--- src/rtl/fbcx_params.svh ---
`ifndef FBCX_PARAMS_SVH
`define FBCX_PARAMS_SVH
`define FBCX_PAGE_RESET 4'hF
`define FBCX_SR_RESET 10'h000
`define FBCX_PC_RESET 10'h000
`define FBCX_RAM_WORDS 32
`define FBCX_H_MSB 2
`endif

--- src/rtl/fbcx_pkg.sv ---
package fbcx_pkg;
   typedef enum logic [5:0] {
      OP_NOP, OP_MOV_LA, OP_MOV_AL, OP_MOV_MA, OP_MOV_AM, OP_MOV_LM,
      OP_STORE_INC, OP_STORE_DEC, OP_MOV_LI, OP_MOV_HI, OP_STORE_IMM_INC,
      OP_STORE_CLEAR, OP_EXCHANGE, OP_PAGE, OP_CMP_MA, OP_CMP_MZ, OP_CMP_LA,
      OP_CMP_LI, OP_CMP_LE, OP_CMP_P0Z, OP_BIT_TEST, OP_JUMP, OP_CALL, OP_RET,
      OP_P2_SET, OP_P2_CLR, OP_IN, OP_OUT, OP_COMPLEMENT_INC, OP_NOT_H, OP_CLR_A,
      OP_ADD_M, OP_ADD_I, OP_SUB_M, OP_INC_M, OP_INC_L, OP_INC_A, OP_DEC_A,
      OP_DEC_M, OP_DEC_L, OP_BIT_SET, OP_BIT_CLEAR
   } fbcx_op_t;
   typedef struct packed {
      fbcx_op_t op;
      logic [3:0] imm;
      logic [1:0] bit_sel;
      logic [5:0] target;
   } fbcx_instr_t;
   typedef struct packed {
      logic [9:0] pc;
      logic [3:0] page;
   } fbcx_fetch_t;
endpackage
--- src/rtl/fbcx_core.sv ---
`include "fbcx_params.svh"
`timescale 1ns/1ns
`default_nettype none
module fbcx_core #(
   parameter int RAM_WORDS = `FBCX_RAM_WORDS
) (
   input wire logic clk_sys,
   input wire logic rst,
   input wire logic clk_en,
   input wire logic instr_valid,
   input wire fbcx_pkg::fbcx_instr_t instr,
   input wire logic [3:0] p0_in,
   output logic [3:0] acc,
   output logic [3:0] l_reg,
   output logic [2:0] h_reg,
   output logic cond_exec_flag,
   output logic compare_latch,
   output logic [3:0] page_buffer,
   output logic [3:0] page_address_reg,
   output logic [9:0] pc,
   output logic [9:0] return_stack_reg,
   output logic [3:0] p3_out,
   output logic [15:0] p2_out
);
   import fbcx_pkg::*;

   function automatic logic [4:0] add5(input logic [3:0] x, input logic [3:0] y);
      add5 = {1'b0, x} + {1'b0, y};
   endfunction

   function automatic logic [4:0] sub5(input logic [3:0] x, input logic [3:0] y);
      sub5 = {1'b0, x} - {1'b0, y};
   endfunction

   logic [3:0] ram [RAM_WORDS];
   logic [3:0] next_acc;
   logic [3:0] next_l;
   logic [2:0] next_h;
   logic next_flag;
   logic next_latch;
   logic [3:0] next_page_buffer;
   logic [3:0] next_page_address;
   logic [9:0] next_pc;
   logic [9:0] next_sr;
   logic [3:0] next_p3;
   logic [15:0] next_p2;
   logic ram_we;
   logic [3:0] ram_wdata;

   wire [4:0] ram_addr = {h_reg[0], l_reg};
   wire [3:0] mem = ram[ram_addr];
   wire [4:0] sum_m = add5(acc, mem);
   wire [4:0] sum_i = add5(acc, instr.imm);
   wire [4:0] diff_m = sub5(mem, acc);
   wire [4:0] inc_m = add5(mem, 4'h1);
   wire [4:0] dec_m = sub5(mem, 4'h1);
   wire [4:0] inc_l = add5(l_reg, 4'h1);
   wire [4:0] dec_l = sub5(l_reg, 4'h1);
   wire [4:0] inc_a = add5(acc, 4'h1);
   wire [4:0] dec_a = sub5(acc, 4'h1);
   wire [4:0] neg_a = add5(~acc, 4'h1);
   wire [9:0] seq_pc = pc + 10'h001;
   wire [9:0] jump_pc = {page_buffer, instr.target};
   wire is_branch = (instr.op == OP_JUMP) || (instr.op == OP_CALL);
   wire [3:0] bit_mask = 4'h1 << instr.bit_sel;

   always_comb begin
      next_acc = acc;
      next_l = l_reg;
      next_h = h_reg;
      next_flag = 1'b1;
      next_latch = compare_latch;
      next_page_buffer = page_buffer;
      next_page_address = page_address_reg;
      next_pc = seq_pc;
      next_sr = return_stack_reg;
      next_p3 = p3_out;
      next_p2 = p2_out;
      ram_we = 1'b0;
      ram_wdata = acc;
      unique case (instr.op)
         OP_NOP: begin
         end
         OP_MOV_LA: next_l = acc;
         OP_MOV_AL: next_acc = l_reg;
         OP_MOV_MA: ram_we = 1'b1;
         OP_MOV_AM: next_acc = mem;
         OP_MOV_LM: next_l = mem;
         OP_STORE_INC: begin
            ram_we = 1'b1;
            next_l = inc_l[3:0];
            next_flag = inc_l[4];
         end
         OP_STORE_DEC: begin
            ram_we = 1'b1;
            next_l = dec_l[3:0];
            next_flag = ~dec_l[4];
         end
         OP_MOV_LI: next_l = instr.imm;
         OP_MOV_HI: next_h = instr.imm[2:0];
         OP_STORE_IMM_INC: begin
            ram_we = 1'b1;
            ram_wdata = instr.imm;
            next_l = inc_l[3:0];
         end
         OP_STORE_CLEAR: begin
            ram_we = 1'b1;
            next_acc = 4'h0;
         end
         OP_EXCHANGE: begin
            ram_we = 1'b1;
            next_acc = mem;
         end
         OP_PAGE: next_page_buffer = instr.imm;
         OP_CMP_MA: next_flag = (mem != acc);
         OP_CMP_MZ: next_flag = (mem != 4'h0);
         OP_CMP_LA: begin
            next_flag = (l_reg != acc);
            next_latch = (l_reg != acc);
         end
         OP_CMP_LI: next_flag = (l_reg != instr.imm);
         OP_CMP_LE: next_flag = (acc <= mem);
         OP_CMP_P0Z: next_flag = (p0_in != 4'h0);
         OP_BIT_TEST: next_flag = |(mem & bit_mask);
         OP_JUMP, OP_CALL: begin
            if (cond_exec_flag) begin
               next_pc = jump_pc;
               next_page_address = page_buffer;
               if (instr.op == OP_CALL) begin
                  next_sr = seq_pc;
               end
            end
         end
         OP_RET: begin
            next_pc = return_stack_reg;
            next_page_address = return_stack_reg[9:6];
            next_page_buffer = return_stack_reg[9:6];
         end
         OP_P2_SET: next_p2[l_reg] = 1'b1;
         OP_P2_CLR: next_p2[l_reg] = 1'b0;
         OP_IN: next_acc = p0_in;
         OP_OUT: next_p3 = acc;
         OP_COMPLEMENT_INC: begin
            next_acc = neg_a[3:0];
            next_flag = (neg_a[3:0] != 4'h0);
         end
         OP_NOT_H: next_h = h_reg ^ 3'(1 << `FBCX_H_MSB);
         OP_CLR_A: next_acc = 4'h0;
         OP_ADD_M: begin
            next_acc = sum_m[3:0];
            next_flag = sum_m[4];
         end
         OP_ADD_I: begin
            next_acc = sum_i[3:0];
            next_flag = sum_i[4];
         end
         OP_SUB_M: begin
            next_acc = diff_m[3:0];
            next_flag = ~diff_m[4];
         end
         OP_INC_M: begin
            next_acc = inc_m[3:0];
            next_flag = inc_m[4];
         end
         OP_DEC_M: begin
            next_acc = dec_m[3:0];
            next_flag = ~dec_m[4];
         end
         OP_INC_L: begin
            next_l = inc_l[3:0];
            next_flag = inc_l[4];
         end
         OP_DEC_L: begin
            next_l = dec_l[3:0];
            next_flag = ~dec_l[4];
         end
         OP_INC_A: begin
            next_acc = inc_a[3:0];
            next_flag = inc_a[4];
         end
         OP_DEC_A: begin
            next_acc = dec_a[3:0];
            next_flag = ~dec_a[4];
         end
         OP_BIT_SET: begin
            ram_we = 1'b1;
            ram_wdata = mem | bit_mask;
         end
         OP_BIT_CLEAR: begin
            ram_we = 1'b1;
            ram_wdata = mem & ~bit_mask;
         end
         default: begin
         end
      endcase
   end

   wire step = clk_en && instr_valid;

   always_ff @(posedge clk_sys) begin
      if (step && ram_we) begin
         ram[ram_addr] <= ram_wdata;
      end
   end

   always_ff @(posedge clk_sys) begin
      if (rst) begin
         acc <= 4'h0;
         l_reg <= 4'h0;
         h_reg <= 3'h0;
         cond_exec_flag <= 1'b1;
         compare_latch <= 1'b1;
         page_buffer <= `FBCX_PAGE_RESET;
         page_address_reg <= `FBCX_PAGE_RESET;
         pc <= `FBCX_PC_RESET;
         return_stack_reg <= `FBCX_SR_RESET;
         p3_out <= 4'h0;
         p2_out <= 16'h0000;
      end else if (step) begin
         acc <= next_acc;
         l_reg <= next_l;
         h_reg <= next_h;
         cond_exec_flag <= next_flag;
         compare_latch <= next_latch;
         page_buffer <= next_page_buffer;
         page_address_reg <= next_page_address;
         pc <= next_pc;
         return_stack_reg <= next_sr;
         p3_out <= next_p3;
         p2_out <= next_p2;
      end
   end

   AST_BRANCH_TAKEN: assert property (@(posedge clk_sys) disable iff (rst)
      step && is_branch && cond_exec_flag |=> pc == $past(jump_pc))
      else $error("branch not taken with flag high");
   AST_BRANCH_SKIP: assert property (@(posedge clk_sys) disable iff (rst)
      step && is_branch && !cond_exec_flag |=> cond_exec_flag && pc == $past(seq_pc))
      else $error("skipped branch misbehaved");
   AST_SKIP_HOLD: assert property (@(posedge clk_sys) disable iff (rst)
      step && is_branch && !cond_exec_flag |=> $stable(page_address_reg) && $stable(return_stack_reg))
      else $error("skipped branch changed page or stack");
   AST_PAGE_LOAD: assert property (@(posedge clk_sys) disable iff (rst)
      step && instr.op == OP_PAGE |=> page_buffer == $past(instr.imm))
      else $error("page buffer not loaded");
   AST_PAGE_FOLLOW: assert property (@(posedge clk_sys) disable iff (rst)
      step && is_branch && cond_exec_flag |=> page_address_reg == $past(page_buffer))
      else $error("page address not updated");
   AST_PAGE_HOLD: assert property (@(posedge clk_sys) disable iff (rst)
      step && !is_branch && instr.op != OP_RET |=> $stable(page_address_reg))
      else $error("page address changed without branch");
   AST_CALL_SAVE: assert property (@(posedge clk_sys) disable iff (rst)
      step && instr.op == OP_CALL && cond_exec_flag |=> return_stack_reg == $past(seq_pc))
      else $error("call did not save return address");
   AST_STORE_INC: assert property (@(posedge clk_sys) disable iff (rst)
      step && instr.op == OP_STORE_INC |=> l_reg == $past(inc_l[3:0]) && cond_exec_flag == $past(inc_l[4]))
      else $error("store increment wrong");
   AST_STORE_INC_WR: assert property (@(posedge clk_sys) disable iff (rst)
      step && instr.op == OP_STORE_INC |=> ram[$past(ram_addr)] == $past(acc))
      else $error("store increment did not write");
   AST_STORE_DEC: assert property (@(posedge clk_sys) disable iff (rst)
      step && instr.op == OP_STORE_DEC |=> l_reg == $past(dec_l[3:0]) && cond_exec_flag == !$past(dec_l[4]))
      else $error("store decrement wrong");
   AST_STORE_DEC_WR: assert property (@(posedge clk_sys) disable iff (rst)
      step && instr.op == OP_STORE_DEC |=> ram[$past(ram_addr)] == $past(acc))
      else $error("store decrement did not write");
   AST_STORE_IMM: assert property (@(posedge clk_sys) disable iff (rst)
      step && instr.op == OP_STORE_IMM_INC |=> ram[$past(ram_addr)] == $past(instr.imm)
         && l_reg == 4'($past(l_reg) + 4'h1))
      else $error("immediate store wrong");
   AST_STORE_CLEAR: assert property (@(posedge clk_sys) disable iff (rst)
      step && instr.op == OP_STORE_CLEAR |=> acc == 4'h0 && ram[$past(ram_addr)] == $past(acc))
      else $error("store clear wrong");
   AST_EXCHANGE: assert property (@(posedge clk_sys) disable iff (rst)
      step && instr.op == OP_EXCHANGE |=> acc == $past(mem) && ram[$past(ram_addr)] == $past(acc))
      else $error("exchange wrong");
   AST_CMP_MA: assert property (@(posedge clk_sys) disable iff (rst)
      step && instr.op == OP_CMP_MA |=> cond_exec_flag == ($past(mem) != $past(acc)) && $stable(acc))
      else $error("RAM compare wrong");
   AST_LATCH_ONLY: assert property (@(posedge clk_sys) disable iff (rst)
      step && instr.op != OP_CMP_LA |=> $stable(compare_latch))
      else $error("latch changed by other instruction");
   AST_CMP_LA: assert property (@(posedge clk_sys) disable iff (rst)
      step && instr.op == OP_CMP_LA |=> compare_latch == ($past(l_reg) != $past(acc)))
      else $error("latch compare wrong");
   AST_CMP_LI: assert property (@(posedge clk_sys) disable iff (rst)
      step && instr.op == OP_CMP_LI |=> cond_exec_flag == ($past(l_reg) != $past(instr.imm)))
      else $error("immediate compare wrong");
   AST_BIT_TEST: assert property (@(posedge clk_sys) disable iff (rst)
      step && instr.op == OP_BIT_TEST |=> cond_exec_flag == $past(mem[instr.bit_sel]))
      else $error("bit test wrong");
   AST_NEG: assert property (@(posedge clk_sys) disable iff (rst)
      step && instr.op == OP_COMPLEMENT_INC |=> acc == 4'(0 - $past(acc)))
      else $error("two's complement wrong");
   AST_SUB: assert property (@(posedge clk_sys) disable iff (rst)
      step && instr.op == OP_SUB_M |=> acc == 4'($past(mem) - $past(acc)))
      else $error("subtract wrong");
   AST_INC_M: assert property (@(posedge clk_sys) disable iff (rst)
      step && instr.op == OP_INC_M |=> acc == 4'($past(mem) + 4'h1))
      else $error("RAM increment wrong");
   AST_DEC_M: assert property (@(posedge clk_sys) disable iff (rst)
      step && instr.op == OP_DEC_M |=> acc == 4'($past(mem) - 4'h1))
      else $error("RAM decrement wrong");
   AST_ADD_M: assert property (@(posedge clk_sys) disable iff (rst)
      step && instr.op == OP_ADD_M |=> acc == 4'($past(acc) + $past(mem)))
      else $error("RAM add wrong");
   AST_ADD_I: assert property (@(posedge clk_sys) disable iff (rst)
      step && instr.op == OP_ADD_I |=> acc == 4'($past(acc) + $past(instr.imm)))
      else $error("immediate add wrong");
   AST_BIT_SET: assert property (@(posedge clk_sys) disable iff (rst)
      step && instr.op == OP_BIT_SET |=> ram[$past(ram_addr)][$past(instr.bit_sel)])
      else $error("RAM bit set wrong");
   AST_BIT_CLEAR: assert property (@(posedge clk_sys) disable iff (rst)
      step && instr.op == OP_BIT_CLEAR |=> !ram[$past(ram_addr)][$past(instr.bit_sel)])
      else $error("RAM bit clear wrong");
   AST_NOT_H: assert property (@(posedge clk_sys) disable iff (rst)
      step && instr.op == OP_NOT_H |=> h_reg == {~$past(h_reg[2]), $past(h_reg[1:0])})
      else $error("H complement wrong");
   AST_OUT: assert property (@(posedge clk_sys) disable iff (rst)
      step && instr.op == OP_OUT |=> p3_out == $past(acc))
      else $error("output port wrong");
   AST_RET: assert property (@(posedge clk_sys) disable iff (rst)
      step && instr.op == OP_RET |=> pc == $past(return_stack_reg))
      else $error("return wrong");
endmodule
`default_nettype wire

--- config.mk ---
export PLATFORM = sky130hd
export DESIGN_NAME = fbcx_core
export DESIGN_NICKNAME = d
export VERILOG_FILES = /design/src/rtl/fbcx_pkg.sv /design/src/rtl/fbcx_core.sv
export VERILOG_INCLUDE_DIRS = /design/src /design/src/rtl
export SDC_FILE = /design/constraint.sdc
export NUM_CORES = 1
export LEC_CHECK = 0
export ABC_AREA = 1
export BUFFER_PORTS_ARGS = -buffer_cell sky130_fd_sc_hd__buf_2
export CAP_MARGIN = 0
export CORE_UTILIZATION = 50
export DETAILED_ROUTE_END_ITERATION = 10
export PLACE_DENSITY_LB_ADDON = 0.05
export SETUP_SLACK_MARGIN = 0.15
export SYNTH_ARGS = -nofsm -noshare
export SYNTH_HDL_FRONTEND = slang
export SYNTH_SLANG_ARGS = --single-unit
--- constraint.sdc ---
create_clock -name clk_sys -period 2.8 [get_ports clk_sys]
set_input_delay 0.28 -clock clk_sys [delete_from_list [all_inputs] [get_ports clk_sys]]
set_output_delay 0.28 -clock clk_sys [all_outputs]
set_load 0.05 [all_outputs]
=== Yosys cells after proc, flatten, opt, wreduce, memory -nomap -nowiden ===
Memory sizes are Yosys's and may differ from the RTL's.
Index checks and enable logic that the tools add are counted.

* $add $sub $neg: 11
* Magnitude comparators: 3
* Equality and inequality tests: 45
* Shift-type cells: 1
* Mux-type cells: 16
* Bitwise gates (word level): 14
* Reduce and logical (&&, ||, !) cells: 30

{| class="wikitable"
|+ Operators by type and width
! cell !! count
|-
| $eq 6x5->1 const B || 16
|-
| $eq 6x6->1 const B || 10
|-
| $eq 6x4->1 const B || 8
|-
| $pmux 4 s12 || 1
|-
| $pmux 16 s2 || 1
|-
| $eq 6x3->1 const B || 4
|-
| $pmux 10 s2 || 1
|-
| $pmux 4 s5 || 1
|-
| $pmux 1 s17 || 1
|-
| $and 16x16->16 || 1
|-
| $not 16->16 || 1
|-
| $or 16x16->16 || 1
|-
| $pmux 4 s2 || 2
|-
| $add 4x1->5 const B || 3
|-
| $sub 4x1->5 const B || 3
|-
| $reduce_and 2->1 || 7
|-
| $eq 6x2->1 const B || 2
|-
| $ne 4x4->1 || 3
|-
| $pmux 4 s3 || 1
|-
| $reduce_bool 12->1 || 1
|-
| $reduce_bool 4->1 || 3
|-
| $add 10x1->10 const B || 1
|-
| $add 4x4->5 || 2
|-
| $mux 10 || 1
|-
| 25 further kinds || 45
|}

* Flip-flop bits (word level): 61
* Memory bits (writable): 128
* Input port bits: 26
* Memories: 1

{| class="wikitable"
|+ Memory list
! name !! words !! bits a word !! rd ports !! clocked after Yosys merged registers in !! write ports !! RTL line !! source
|-
| ram || 32 || 4 || 1 || 0 || 1 || fbcx_core.sv:35 || <nowiki>logic [3:0] ram [RAM_WORDS];</nowiki>
|}

=== Depth between registers and ports, before layout ===
Gate-level depths: netlist of run 1.

* Depth after elaboration: 7
* Mapped depth: 27
* Depth with buffers taken out: 25

=== Least setup slack after synthesis of run 1 ===
Ideal clock, no wire load.

* Path type: register -> register
* From: reg l_reg[1]
* To: reg cond_exec_flag
* Setup time: 0.059 ns
* Arrival: 3.227 ns
* Setup slack: -0.486 ns
* Stages on the path, launching flop included: 24
* Clock period less this slack: 3.286 ns
* Cells stage by stage: dfxtp_1 -> buf_4 -> inv_2 -> buf_2 -> nor2_1 -> o21ai_0 -> a21oi_1 -> nor2_2 -> a21oi_2 -> ha_1 -> inv_1 -> fa_1 -> or2_2 -> a21oi_1 -> o21ai_0 -> nand3_1 -> nor2_1 -> nand3_1 -> nor2_1 -> nand2_1 -> nor2_1 -> nand3_1 -> nand2_1 -> nand2_1

* Cells in the longest elaborated chain, start to end: 4

{| class="wikitable"
|+ RTL lines
! element !! RTL line !! source
|-
| from (decl) || fbcx_core.sv:14 || <nowiki>output logic [3:0] l_reg,</nowiki>
|-
| from (signal assigned) || fbcx_core.sv:221 || <nowiki>l_reg <= next_l;</nowiki>
|-
| $mem_v2 32x4 || n/a ||
|-
| $sub 4x1->5, or another cell as far along || fbcx_core.sv:32 || <nowiki>sub5 = {1'b0, x} - {1'b0, y};</nowiki>
|-
| $not 1->1, or another cell as far along || fbcx_core.sv:167 || <nowiki>next_flag = ~dec_m[4];</nowiki>
|-
| $pmux 1 s17 (*) || fbcx_core.sv:81 || <nowiki>unique case (instr.op)</nowiki>
|-
| to (signal assigned) || fbcx_core.sv:223 || <nowiki>cond_exec_flag <= next_flag;</nowiki>
|-
| to (decl) || fbcx_core.sv:16 || <nowiki>output logic cond_exec_flag,</nowiki>
|}

Mark *: on every way between the ends. The rest lies on a longest branch, timed or not.
A chain may end at the register's enable or synchronous reset.

=== Worst setup path in the final report of run 1 ===
* From: reg l_reg[0]
* To: reg cond_exec_flag

The elaborated chain is that of the path after synthesis.

==> metrics.txt, run 1 <==
Synth Instances 1237; CP Cell Sequence clkbuf_16 -> nor2_1 -> nor2_1 -> o21ai_1 -> a21oi_2 -> nor2_4 -> a21oi_2 -> ha_2 -> inv_2 -> fa_2 -> or2_4 -> a21oi_2 -> o21ai_1 -> nand3_1 -> nor2_1 -> nand3_1 -> nor2_1 -> nand2_1 -> nor2_1 -> nand3_1 -> nand2_1 -> nand2_1; maximum VDD drop 0.469 mV; Worst path max stage delay around 0.47 ns; syn nets 1289; CP bufs+invs 2; Total Power 6180 uW; Critical Path Slowest Stage Cell dfxtp_4; Die Height 144 um; gpl congestion 0.985; flop2flop setup slack -0.18 ns; CP Capture Type register; max-slew violations 0; final period demand of the worst path 2.98 ns; gr usage total 30.9%; Iteration-0 DRC Markers 762; # placed instances 1634; DR vias about 9100; R2R Path End cond_exec_flag$_SDFFE_PP1P_; # diodes 0; arrival time worst endpoint between 3 and 4 ns; vias in the first global route 8650; HPWL Detailed 22000 um; synthesized cell area 0.0101 sq mm; layout cells sized above 1 23.4%; DRC 0; outcome finished with violations; Post-Route WL approximately 31000 um; Mapped Avg Cell Area 8.19 sq um; flip-flop count of the largest register after layout 128; max cap viols 0; Synth cell types 48; DIE WIDTH 144 um; CTS clock-pin slew for the worst setup and hold paths 0.09 ns; clock skew 0.0186 ns; HP Class in2reg; Syn-to-layout area delta 22.8%; CTS sink cnt 189; Req. time, crit path 3.18 ns; H-tree depth 4; Final period util 106%; cell family with most CP delay simple AND/OR/NAND/NOR gates; Slew headroom 56.4%; TritonCTS clock tree yes; CTS hold repair buffers 0; number of register bits inferred by synthesis 189; final hold slack 0.139 ns; Crit Reg-Reg Startpoint l_reg[0]$_SDFFE_PP0P_; final core occ 63.3%; fin worst setup slack -0.176 ns; violated checks negative setup slack; WL/cell between 15 and 20 um; ranking of synthesized cells by area edfxtp_1, dfxtp_1, nand2_1; Final Hold Viols 0; DIE AREA 0.0208 sq mm; initial antenna violation count 0; Clock Path Buffers 2; most frequent cells in the layout nand2_1, nor2_1, edfxtp_1; Clk Tree Root Cell clkbuf_16; Final nets 1451; most common cell after layout, fill and taps aside nand2_1; PwrDens 497 mW/mm^2; first-pass GRT wire length 47600 um; worst slew pin tran between 0.6 and 0.7 ns; top-area cell type share of the netlist area 37.9%; Via density 5.42; row cnt 51; Top Layer Used met4; Most common cell on crit path nor2_1; DRT antenna net count 0; largest net degree at the start of global routing 34; DRT Pass-1 Iters 5; final-report setup violation count 3; LEAKAGE 0.00538 uW; worst skew pair latency approximately 0.45 ns; RSZ-0062 raised after global routing yes; hold path depth 3; sequential cell area fraction in the yosys report 50.0%; fin cells 1677; CP startpoint kind register; Buffers on Ports 86; grt ovf 0; I/O pin cnt 87; Worst Hold Launch instr[1]; FF-to-FF path depth 22; Ys Warns 0; post-synth top area cell edfxtp_1; Max Freq 0.336 GHz; WHS Endpoint pc[1]$_SDFFE_PP0P_; Crit Path Class reg2reg; starting density of the core 51.6%; met3 WL 2310 um; Critical Path Fanout Max 7; routed wl met2 ~14000 um; Core ar. between 0.015 and 0.02 sq mm; CTS Buf Count 17; met1 wire length between 10000 and 15000 um
-- worst register-to-register path: cells and delay by family, from the launching register on --
kind,cells,cell delay [ns]
AO/OA/AOI/OAI,5,0.66
adder cells (fa/ha/maj),2,0.52
buffers and inverters,2,0.24
flip-flops,1,0.47
AND/OR/NAND/NOR,13,1.03
-- per-layer routing --
| metal | vias to the layer above | track usage (%) |
|---|---|---|
| met1 | 4301 | 43.1 |
| met3 | 51 | 7.52 |
| met4 | 0 | 8.53 |
| li1 | 4450 | - |
| met5 | - | 0 |
| met2 | 293 | 47.7 |
-- synth_stat cells, drive strengths merged --
master	n
nand2	290
nor2	179
inv	144
edfxtp	128
o21ai	98
a21oi	92
nand3	88
dfxtp	61
buf	27
ha	23
clkbuf	14
xor2	12
nand4	11
nor3	10
xnor2	9
o211ai	7
o221ai	5
a211oi	4
a31oi	4
a41oi	4
or2	4
fa	3
o22ai	3
a22oi	2
clkinv	2
nand3b	2
o2111a	2
o21a	2
o31ai	2
a21boi	1
a221oi	1
o2111ai	1
o21bai	1
o221a	1
-- area by class of cell --
type                       count  area, sq um
tap                          265          332
sequential                   189         5080
timing repair buffer         184         1340
inverter                     146          553
clock buffer                  17          425
multi-input combinational    861         4490
clock inverter                15          224
fill                        1784         7210
-- metrics by stage --
stage                     TNS [ns]  area (sq um)  worst slack [ns]
after global routing         -1.08         12400            -0.344
after global placement      -0.270         11400            -0.111
final                       -0.404         12400            -0.176
after detailed placement    -0.430         11400            -0.204
after floorplan             -0.150         10200           -0.0871
after CTS                   -0.210         12200            -0.103
-- how the worst max path moves through the flow --
stage / depth (start not counted) / start / to
floorplan: 24 / l_reg[0]$_SDFFE_PP0P_ / cond_exec_flag$_SDFFE_PP1P_
finish: 22 / l_reg[0]$_SDFFE_PP0P_ / cond_exec_flag$_SDFFE_PP1P_
CTS: 24 / l_reg[0]$_SDFFE_PP0P_ / cond_exec_flag$_SDFFE_PP1P_
global placement: 22 / l_reg[0]$_SDFFE_PP0P_ / cond_exec_flag$_SDFFE_PP1P_
global route: 23 / l_reg[0]$_SDFFE_PP0P_ / cond_exec_flag$_SDFFE_PP1P_
detailed placement: 22 / l_reg[0]$_SDFFE_PP0P_ / cond_exec_flag$_SDFFE_PP1P_
-- cell families (layout without fill, tap and decap cells) --
group	Yosys count	after routing	share of synthesized area, %
AO/OA/AOI/OAI	230	230	12.8
buffers and inverters	187	362	7.75
adder cells (fa/ha/maj)	26	26	3.43
AND/OR/NAND/NOR	584	584	24.3
flip-flops	189	189	50.0
XOR/XNOR	21	21	1.81
-- power by group --
group / internal, uW / leakage [uW] / switching (uW)
logic: 196 / 0.00337 / 382
registers: 2970 / 0.00169 / 23.8
clock network: 1330 / 0.000314 / 1280
-- repair_timing --
item,CTS,global route
pin swaps,7,22
gates cloned,2,2
buffers inserted,1,6
setup endpoints to repair,4,68
resized for setup,23,35
Power figures use the tool's default switching activity.
==> run 2, diff against run 1 <==
==> constraint.sdc (replaced) <==
create_clock -name clk_sys -period 2.8 [get_ports clk_sys]
set_input_delay 0.56 -clock clk_sys [delete_from_list [all_inputs] [get_ports clk_sys]]
set_output_delay 0.56 -clock clk_sys [all_outputs]
set_load 0.05 [all_outputs]
==> run 2 against run 1 <==
The run still ends with negative setup slack left. Count of clock-buffer cells in the layout unchanged. Cell count increased by 2.7%. Combinational power increased by 5.2%. Clock power increased by 3%. Worst setup slack got worse by 0.049 ns. Largest cell class unchanged. Critical endpoint unchanged. Utilization increased by 2.3 points. Clock skew decreased by 0.0028 ns. Via count increased by 4.8%. Non-clock buffer count increased by 46. Flip-flop and latch count unchanged. Hold slack improved by 0.28 ns. Register-to-register slack got worse by 0.05 ns.
==> metrics.txt, run 2 (synthesized netlist as in run 1, its figures left out) <==
WL/cell 18.4 um (was 18.6 um); Worst path max stage delay 0.43 ns (was 0.47 ns); DIE AREA 0.0208 sq mm (unchanged); final period demand of the worst path 3.02 ns (was 2.98 ns); Slew headroom 58.8% (was 56.4%); final hold slack 0.417 ns (was 0.139 ns); # diodes 0 (unchanged); maximum VDD drop 0.456 mV (was 0.469 mV); most frequent cells in the layout nand2_1, nor2_1, edfxtp_1 (unchanged); crit path launch l_reg[0]$_SDFFE_PP0P_ (unchanged); Syn-to-layout area delta 27.1% (was 22.8%); CP Cell Sequence buf_12 -> buf_4 -> buf_6 -> nor2_2 -> nor2_1 -> nand2_1 -> a21oi_4 -> nor2_1 -> nand2_1 -> nand2_4 -> buf_6 -> fa_2 -> or2_4 -> a21oi_2 -> o21ai_1 -> nand3_1 -> nor2_1 -> nand3_1 -> nor2_1 -> nand2_1 -> nor2_1 -> nand3_1 -> nand2_1 -> nand2_1 (was clkbuf_16 -> nor2_1 -> nor2_1 -> o21ai_1 -> a21oi_2 -> nor2_4 -> a21oi_2 -> ha_2 -> inv_2 -> fa_2 -> or2_4 -> a21oi_2 -> o21ai_1 -> nand3_1 -> nor2_1 -> nand3_1 -> nor2_1 -> nand2_1 -> nor2_1 -> nand3_1 -> nand2_1 -> nand2_1); Iteration-0 DRC Markers 932 (was 762); flip-flop count of the largest register after layout 128 (unchanged); row cnt 51 (unchanged); max cap viols 0 (unchanged); Via density 5.53 (was 5.42); CP startpoint kind register (unchanged); LEAKAGE 0.00566 uW (was 0.00538 uW); final-report setup violation count 4 (was 3); Final period util 108% (was 106%); I/O pin cnt 87 (unchanged); fin worst setup slack -0.225 ns (was -0.176 ns); DRC 0 (unchanged); TritonCTS clock tree yes (unchanged); layout cells sized above 1 25.8% (was 23.4%); Clock Path Buffers 2 (unchanged); initial antenna violation count 0 (unchanged); DRT antenna net count 0 (unchanged); CTS sink cnt 189 (unchanged); RSZ-0062 raised after global routing yes (unchanged); Setup TNS -0.712 ns (was -0.404 ns); Core ar. 0.0197 sq mm (unchanged); Final nets 1497 (was 1451); first-pass GRT wire length 48500 um (was 47600 um); Die Height 144 um (unchanged); HPWL Detailed 21800 um (was 22000 um); DR vias 9536 (was 9095); Max Freq 0.331 GHz (was 0.336 GHz); worst slew pin tran 0.617 ns (was 0.654 ns); DIE WIDTH 144 um (unchanged); vias in the first global route 8897 (was 8650); DRT Pass-1 Iters 6 (was 5); Critical Path Slowest Stage Cell dfxtp_4 (unchanged); CTS clock-pin slew for the worst setup and hold paths 0.09 ns (about the same); clock skew 0.0158 ns (was 0.0186 ns); max-slew violations 0 (unchanged); Post-Route WL 31700 um (was 31100 um); CP Capture Type register (unchanged); Crit Reg-Reg Startpoint l_reg[0]$_SDFFE_PP0P_ (unchanged); Clk Tree Root Cell clkbuf_16 (unchanged); H-tree depth 4 (unchanged); starting density of the core 51.6% (unchanged); most common cell after layout, fill and taps aside nand2_1 (unchanged); arrival time worst endpoint 3.42 ns (was 3.36 ns); gr usage total 31.8% (was 30.9%); outcome finished with violations (unchanged); CTS Buf Count 17 (unchanged); largest net degree at the start of global routing 33 (was 34); HP Class in2reg (unchanged); worst skew pair latency 0.46 ns (was 0.45 ns); violated checks negative setup slack (unchanged); gpl congestion 0.987 (was 0.985); Worst Hold Launch instr[1] (unchanged); Crit Path Class reg2reg (unchanged); Total Power 6290 uW (was 6180 uW); Final Hold Viols 0 (unchanged); Critical Path Fanout Max 6 (was 7); PwrDens 488 mW/mm^2 (was 497 mW/mm^2); Req. time, crit path 3.20 ns (was 3.18 ns); Buffers on Ports 86 (unchanged); grt ovf 0 (unchanged)
==> run 2: cell count changes in the layout (fill, tap and decap cells not counted), sizes merged <==
cell    before  now
buf        182  229
bufbuf       0    1
clkbuf      19   17
clkinv       8    4
inv        152  156
==> run 2: final cells by class <==
class                           count  area (sq um)
Multi-Input combinational cell    861          4530
Timing Repair Buffer              230          1740
Tap cell                          265           332
Inverter                          146           556
Sequential cell                   189          5080
Fill cell                        1705          6770
Clock buffer                       17           425
Clock inverter                     15           231
==> run 2: power by group <==
| group | total (uW) | internal [uW] | switching (uW) |
|---|---|---|---|
| Clock | 2690 | 1350 | 1330 |
| Sequential | 2990 | 2970 | 24.5 |
| Combinational | 608 | 214 | 394 |
==> run 2: worst paths after layout <==
check / endpoint / slack (ns) / cells past startpoint
max: cond_exec_flag$_SDFFE_PP1P_ / -0.22 / 24
min reg2reg: page_address_reg[3]$_SDFFE_PP1P_ / 0.47 / 2
max reg2reg: cond_exec_flag$_SDFFE_PP1P_ / -0.22 / 24
min: pc[1]$_SDFFE_PP0P_ / 0.42 / 3
==> run 2: worst max-delay path: cells and delay by family (launching register included) <==
kind / cells / cell delay [ns]
AO/OA/AOI/OAI: 3 / 0.43
AND/OR/NAND/NOR: 16 / 1.27
flip-flops: 1 / 0.43
buffers and inverters: 4 / 0.50
adder cells (fa/ha/maj): 1 / 0.34
==> run 2: routing by layer <==
metal / vias up / track usage [%] / part of all wire, %
li1: 4544 / - / -
met1: 4493 / 43.9 / 43
met2: 433 / 47.1 / 45
met3: 66 / 9.97 / 9.8
met4: 0 / 10.5 / 2.3
met5: - / 0 / 0
==> run 2: per-stage QoR <==
step | instance area, sq um | utilization [%] | setup slack, ns | std cells
global placement | 11800 | 59.9 | -0.216 | 1675
finish | 12900 | 65.6 | -0.225 | 1723
CTS | 12800 | 64.9 | -0.217 | 1720
global route | 12900 | 65.6 | -0.439 | 1723
floorplan | 10200 | - | -0.0871 | 1237
detailed placement | 11800 | 59.9 | -0.270 | 1675
==> run 2: timing repair <==
item                       4_1_cts  5_1_grt
buffers inserted                10        3
gates resized for setup         38       26
pin swaps                       37       13
setup endpoints to repair        4       68
gates cloned                     3        0
hold buffers                     0        0
==> run 3, diff against run 2 <==
CORE_UTILIZATION = 54   (was 50)
==> run 3 against run 2 <==
The flow still finishes with violations (negative setup slack). Flip-flop and latch count stayed put. Clock skew is 0.0048 ns higher. Critical path depth is 2 lower. Register-to-register slack better by 0.07 ns. Largest power group unchanged. Highest routed layer unchanged.
==> metrics.txt, run 3 (synthesized netlist as in run 1, its figures left out) <==
Top Layer Used met4 (unchanged); flip-flop count of the largest register after layout 128 (unchanged); most common cell after layout, fill and taps aside nand2_1 (unchanged); placed inst area 0.0116 sq mm (was 0.0118 sq mm); maximum VDD drop 0.403 mV (was 0.456 mV); initial antenna violation count 0 (unchanged); Iteration-0 DRC Markers 853 (was 932); DRC 0 (unchanged); LEAKAGE 0.00558 uW (was 0.00566 uW); violated checks negative setup slack (unchanged); Slew headroom 58.6% (was 58.8%); DRT Pass-1 Iters 7 (was 6); worst skew pair latency 0.45 ns (was 0.46 ns); final core occ 69.5% (was 65.6%); fin cells 1682 (was 1723); final period demand of the worst path 2.95 ns (was 3.02 ns); Critical Path Slowest Stage Cell dfxtp_4 (unchanged); HP Class in2reg (unchanged); CTS clock-pin slew for the worst setup and hold paths 0.08 ns (was 0.09 ns); fin worst setup slack -0.153 ns (was -0.225 ns); final-report setup violation count 3 (was 4); # placed instances 1630 (was 1675); PwrDens 478 mW/mm^2 (was 488 mW/mm^2); H-tree depth 4 (unchanged); first-pass GRT wire length 48000 um (was 48500 um); WL/cell 18.3 um (was 18.4 um); cell family with most CP delay simple AND/OR/NAND/NOR gates (unchanged); CTS sink cnt 189 (unchanged); Most common cell on crit path nand2_1; Syn-to-layout area delta 24.8% (was 27.1%); worst slew pin tran 0.621 ns (was 0.617 ns); HPWL Detailed 21500 um (was 21800 um); CP Capture Type register (unchanged); most frequent cells in the layout nand2_1, nor2_1, edfxtp_1 (unchanged); Final nets 1492 (was 1497); Buffers on Ports 86 (unchanged); Clock Path Buffers 2 (unchanged); final hold slack 0.432 ns (was 0.417 ns); clock skew 0.0206 ns (was 0.0158 ns); vias in the first global route 8782 (was 8897); Die Height 139 um (was 144 um); TritonCTS clock tree yes (unchanged); Crit Path Class reg2reg (unchanged); DRT antenna net count 0 (unchanged); Critical Path Fanout Max 10 (was 6); CTS hold repair buffers 0 (unchanged); Req. time, crit path 3.13 ns (was 3.20 ns); # diodes 0 (unchanged); CP bufs+invs 4 (unchanged); DIE AREA 0.0193 sq mm (was 0.0208 sq mm); DIE WIDTH 139 um (was 144 um); Final Hold Viols 0 (unchanged); Final period util 105% (was 108%); met1 wire length 13800 um (was 13700 um); Filler cells 1533 (was 1705); met3 WL 2700 um (was 3120 um); flop2flop setup slack -0.15 ns (was -0.22 ns); RSZ-0062 raised after global routing yes (unchanged); grt ovf 0 (unchanged); CP Cell Sequence inv_6 -> buf_12 -> buf_4 -> o21ai_2 -> nand2_1 -> a21oi_1 -> nand2_1 -> nand2_4 -> inv_2 -> ha_4 -> or2_4 -> a21oi_2 -> o21ai_1 -> nand3_1 -> nor2_1 -> nand3_1 -> nor2_1 -> nand2_1 -> nor2_1 -> nand3_1 -> nand2_1 -> nand2_1 (was buf_12 -> buf_4 -> buf_6 -> nor2_2 -> nor2_1 -> nand2_1 -> a21oi_4 -> nor2_1 -> nand2_1 -> nand2_4 -> buf_6 -> fa_2 -> or2_4 -> a21oi_2 -> o21ai_1 -> nand3_1 -> nor2_1 -> nand3_1 -> nor2_1 -> nand2_1 -> nor2_1 -> nand3_1 -> nand2_1 -> nand2_1); Worst path max stage delay 0.45 ns (was 0.43 ns); I/O pin cnt 87 (unchanged); largest net degree at the start of global routing 40 (was 33); max cap viols 0 (unchanged); layout cells sized above 1 25.0% (was 25.8%); gr usage total 32.5% (was 31.8%); Post-Route WL 30800 um (was 31700 um); arrival time worst endpoint 3.28 ns (was 3.42 ns); starting density of the core 55.7% (was 51.6%); gpl congestion 0.960 (was 0.987); Via density 5.55 (was 5.53); CTS Buf Count 17 (unchanged); routed wl met2 13700 um (was 14100 um); DR vias 9337 (was 9536); fin area 0.0127 sq mm (was 0.0129 sq mm); Clk Tree Root Cell clkbuf_16 (unchanged); row cnt 49 (was 51); Core ar. 0.0182 sq mm (was 0.0197 sq mm); max-slew violations 0 (unchanged); outcome finished with violations (unchanged); CP startpoint kind register (unchanged); Max Freq 0.339 GHz (was 0.331 GHz); Total Power 6050 uW (was 6290 uW)
run 3: cell types whose count changed in the layout (fill, tap and decap cells not counted), sizes merged:
cell	delta
inv	-3
clkbuf	+2
bufbuf	-1
clkinv	+4
buf	-6
bufinv	-1
run 3: through the flow:
step                      setup TNS (ns)  setup slack (ns)
final                             -0.368            -0.153
after global routing              -0.912            -0.353
after CTS                         -0.215            -0.114
after detailed placement          -0.300            -0.131
after global placement            -0.173           -0.0975
after floorplan                   -0.150           -0.0871
run 3: report_power, final:
part	leakage [uW]	internal (uW)	switching, uW
clock network	0.000294	1220	1250
registers	0.00169	2970	23.3
logic	0.00360	204	386
run 3: layout make-up:
class                      count  area (sq um)  share of cell area [%]
clock inverter                15           179                    1.41
tap                          229           287                    2.26
clock buffer                  17           425                    3.36
inverter                     146           556                    4.39
multi-input combinational    861          4480                    35.4
sequential                   189          5080                    40.2
timing repair buffer         225          1650                    13.0
run 3: worst paths after layout:
check                                    from                          endpoint  cells past startpoint
max                     l_reg[0]$_SDFFE_PP0P_       cond_exec_flag$_SDFFE_PP1P_                     22
min                                  instr[1]                pc[1]$_SDFFE_PP0P_                      3
max reg2reg             l_reg[0]$_SDFFE_PP0P_       cond_exec_flag$_SDFFE_PP1P_                     22
min reg2reg  page_address_reg[1]$_SDFFE_PP1P_  page_address_reg[1]$_SDFFE_PP1P_                      2
run 3: repair_timing:
action	4_1_cts	5_1_grt
gates resized for setup	29	30
endpoints found under the setup margin	4	100
cloned	1	1
pin swaps	23	22
setup buffers	12	6
run 3: routing by layer:
metal  vias up  track usage [%]
li1       4530                -
met1      4375             46.8
met2       384             48.9
met3        48             7.01
met4         0             9.82
met5         -                0
run 3: worst register-to-register path, cell delays in order, from the launching register on:
cell	delay, ns
dfxtp_4	0.45
inv_6	0.07
buf_12	0.14
buf_4	0.14
o21ai_2	0.16
nand2_1	0.08
a21oi_1	0.18
nand2_1	0.16
nand2_4	0.09
inv_2	0.07
ha_4	0.31
or2_4	0.14
a21oi_2	0.05
o21ai_1	0.12
nand3_1	0.09
nor2_1	0.09
nand3_1	0.09
nor2_1	0.11
nand2_1	0.06
nor2_1	0.08
nand3_1	0.08
nand2_1	0.07
nand2_1	0.05
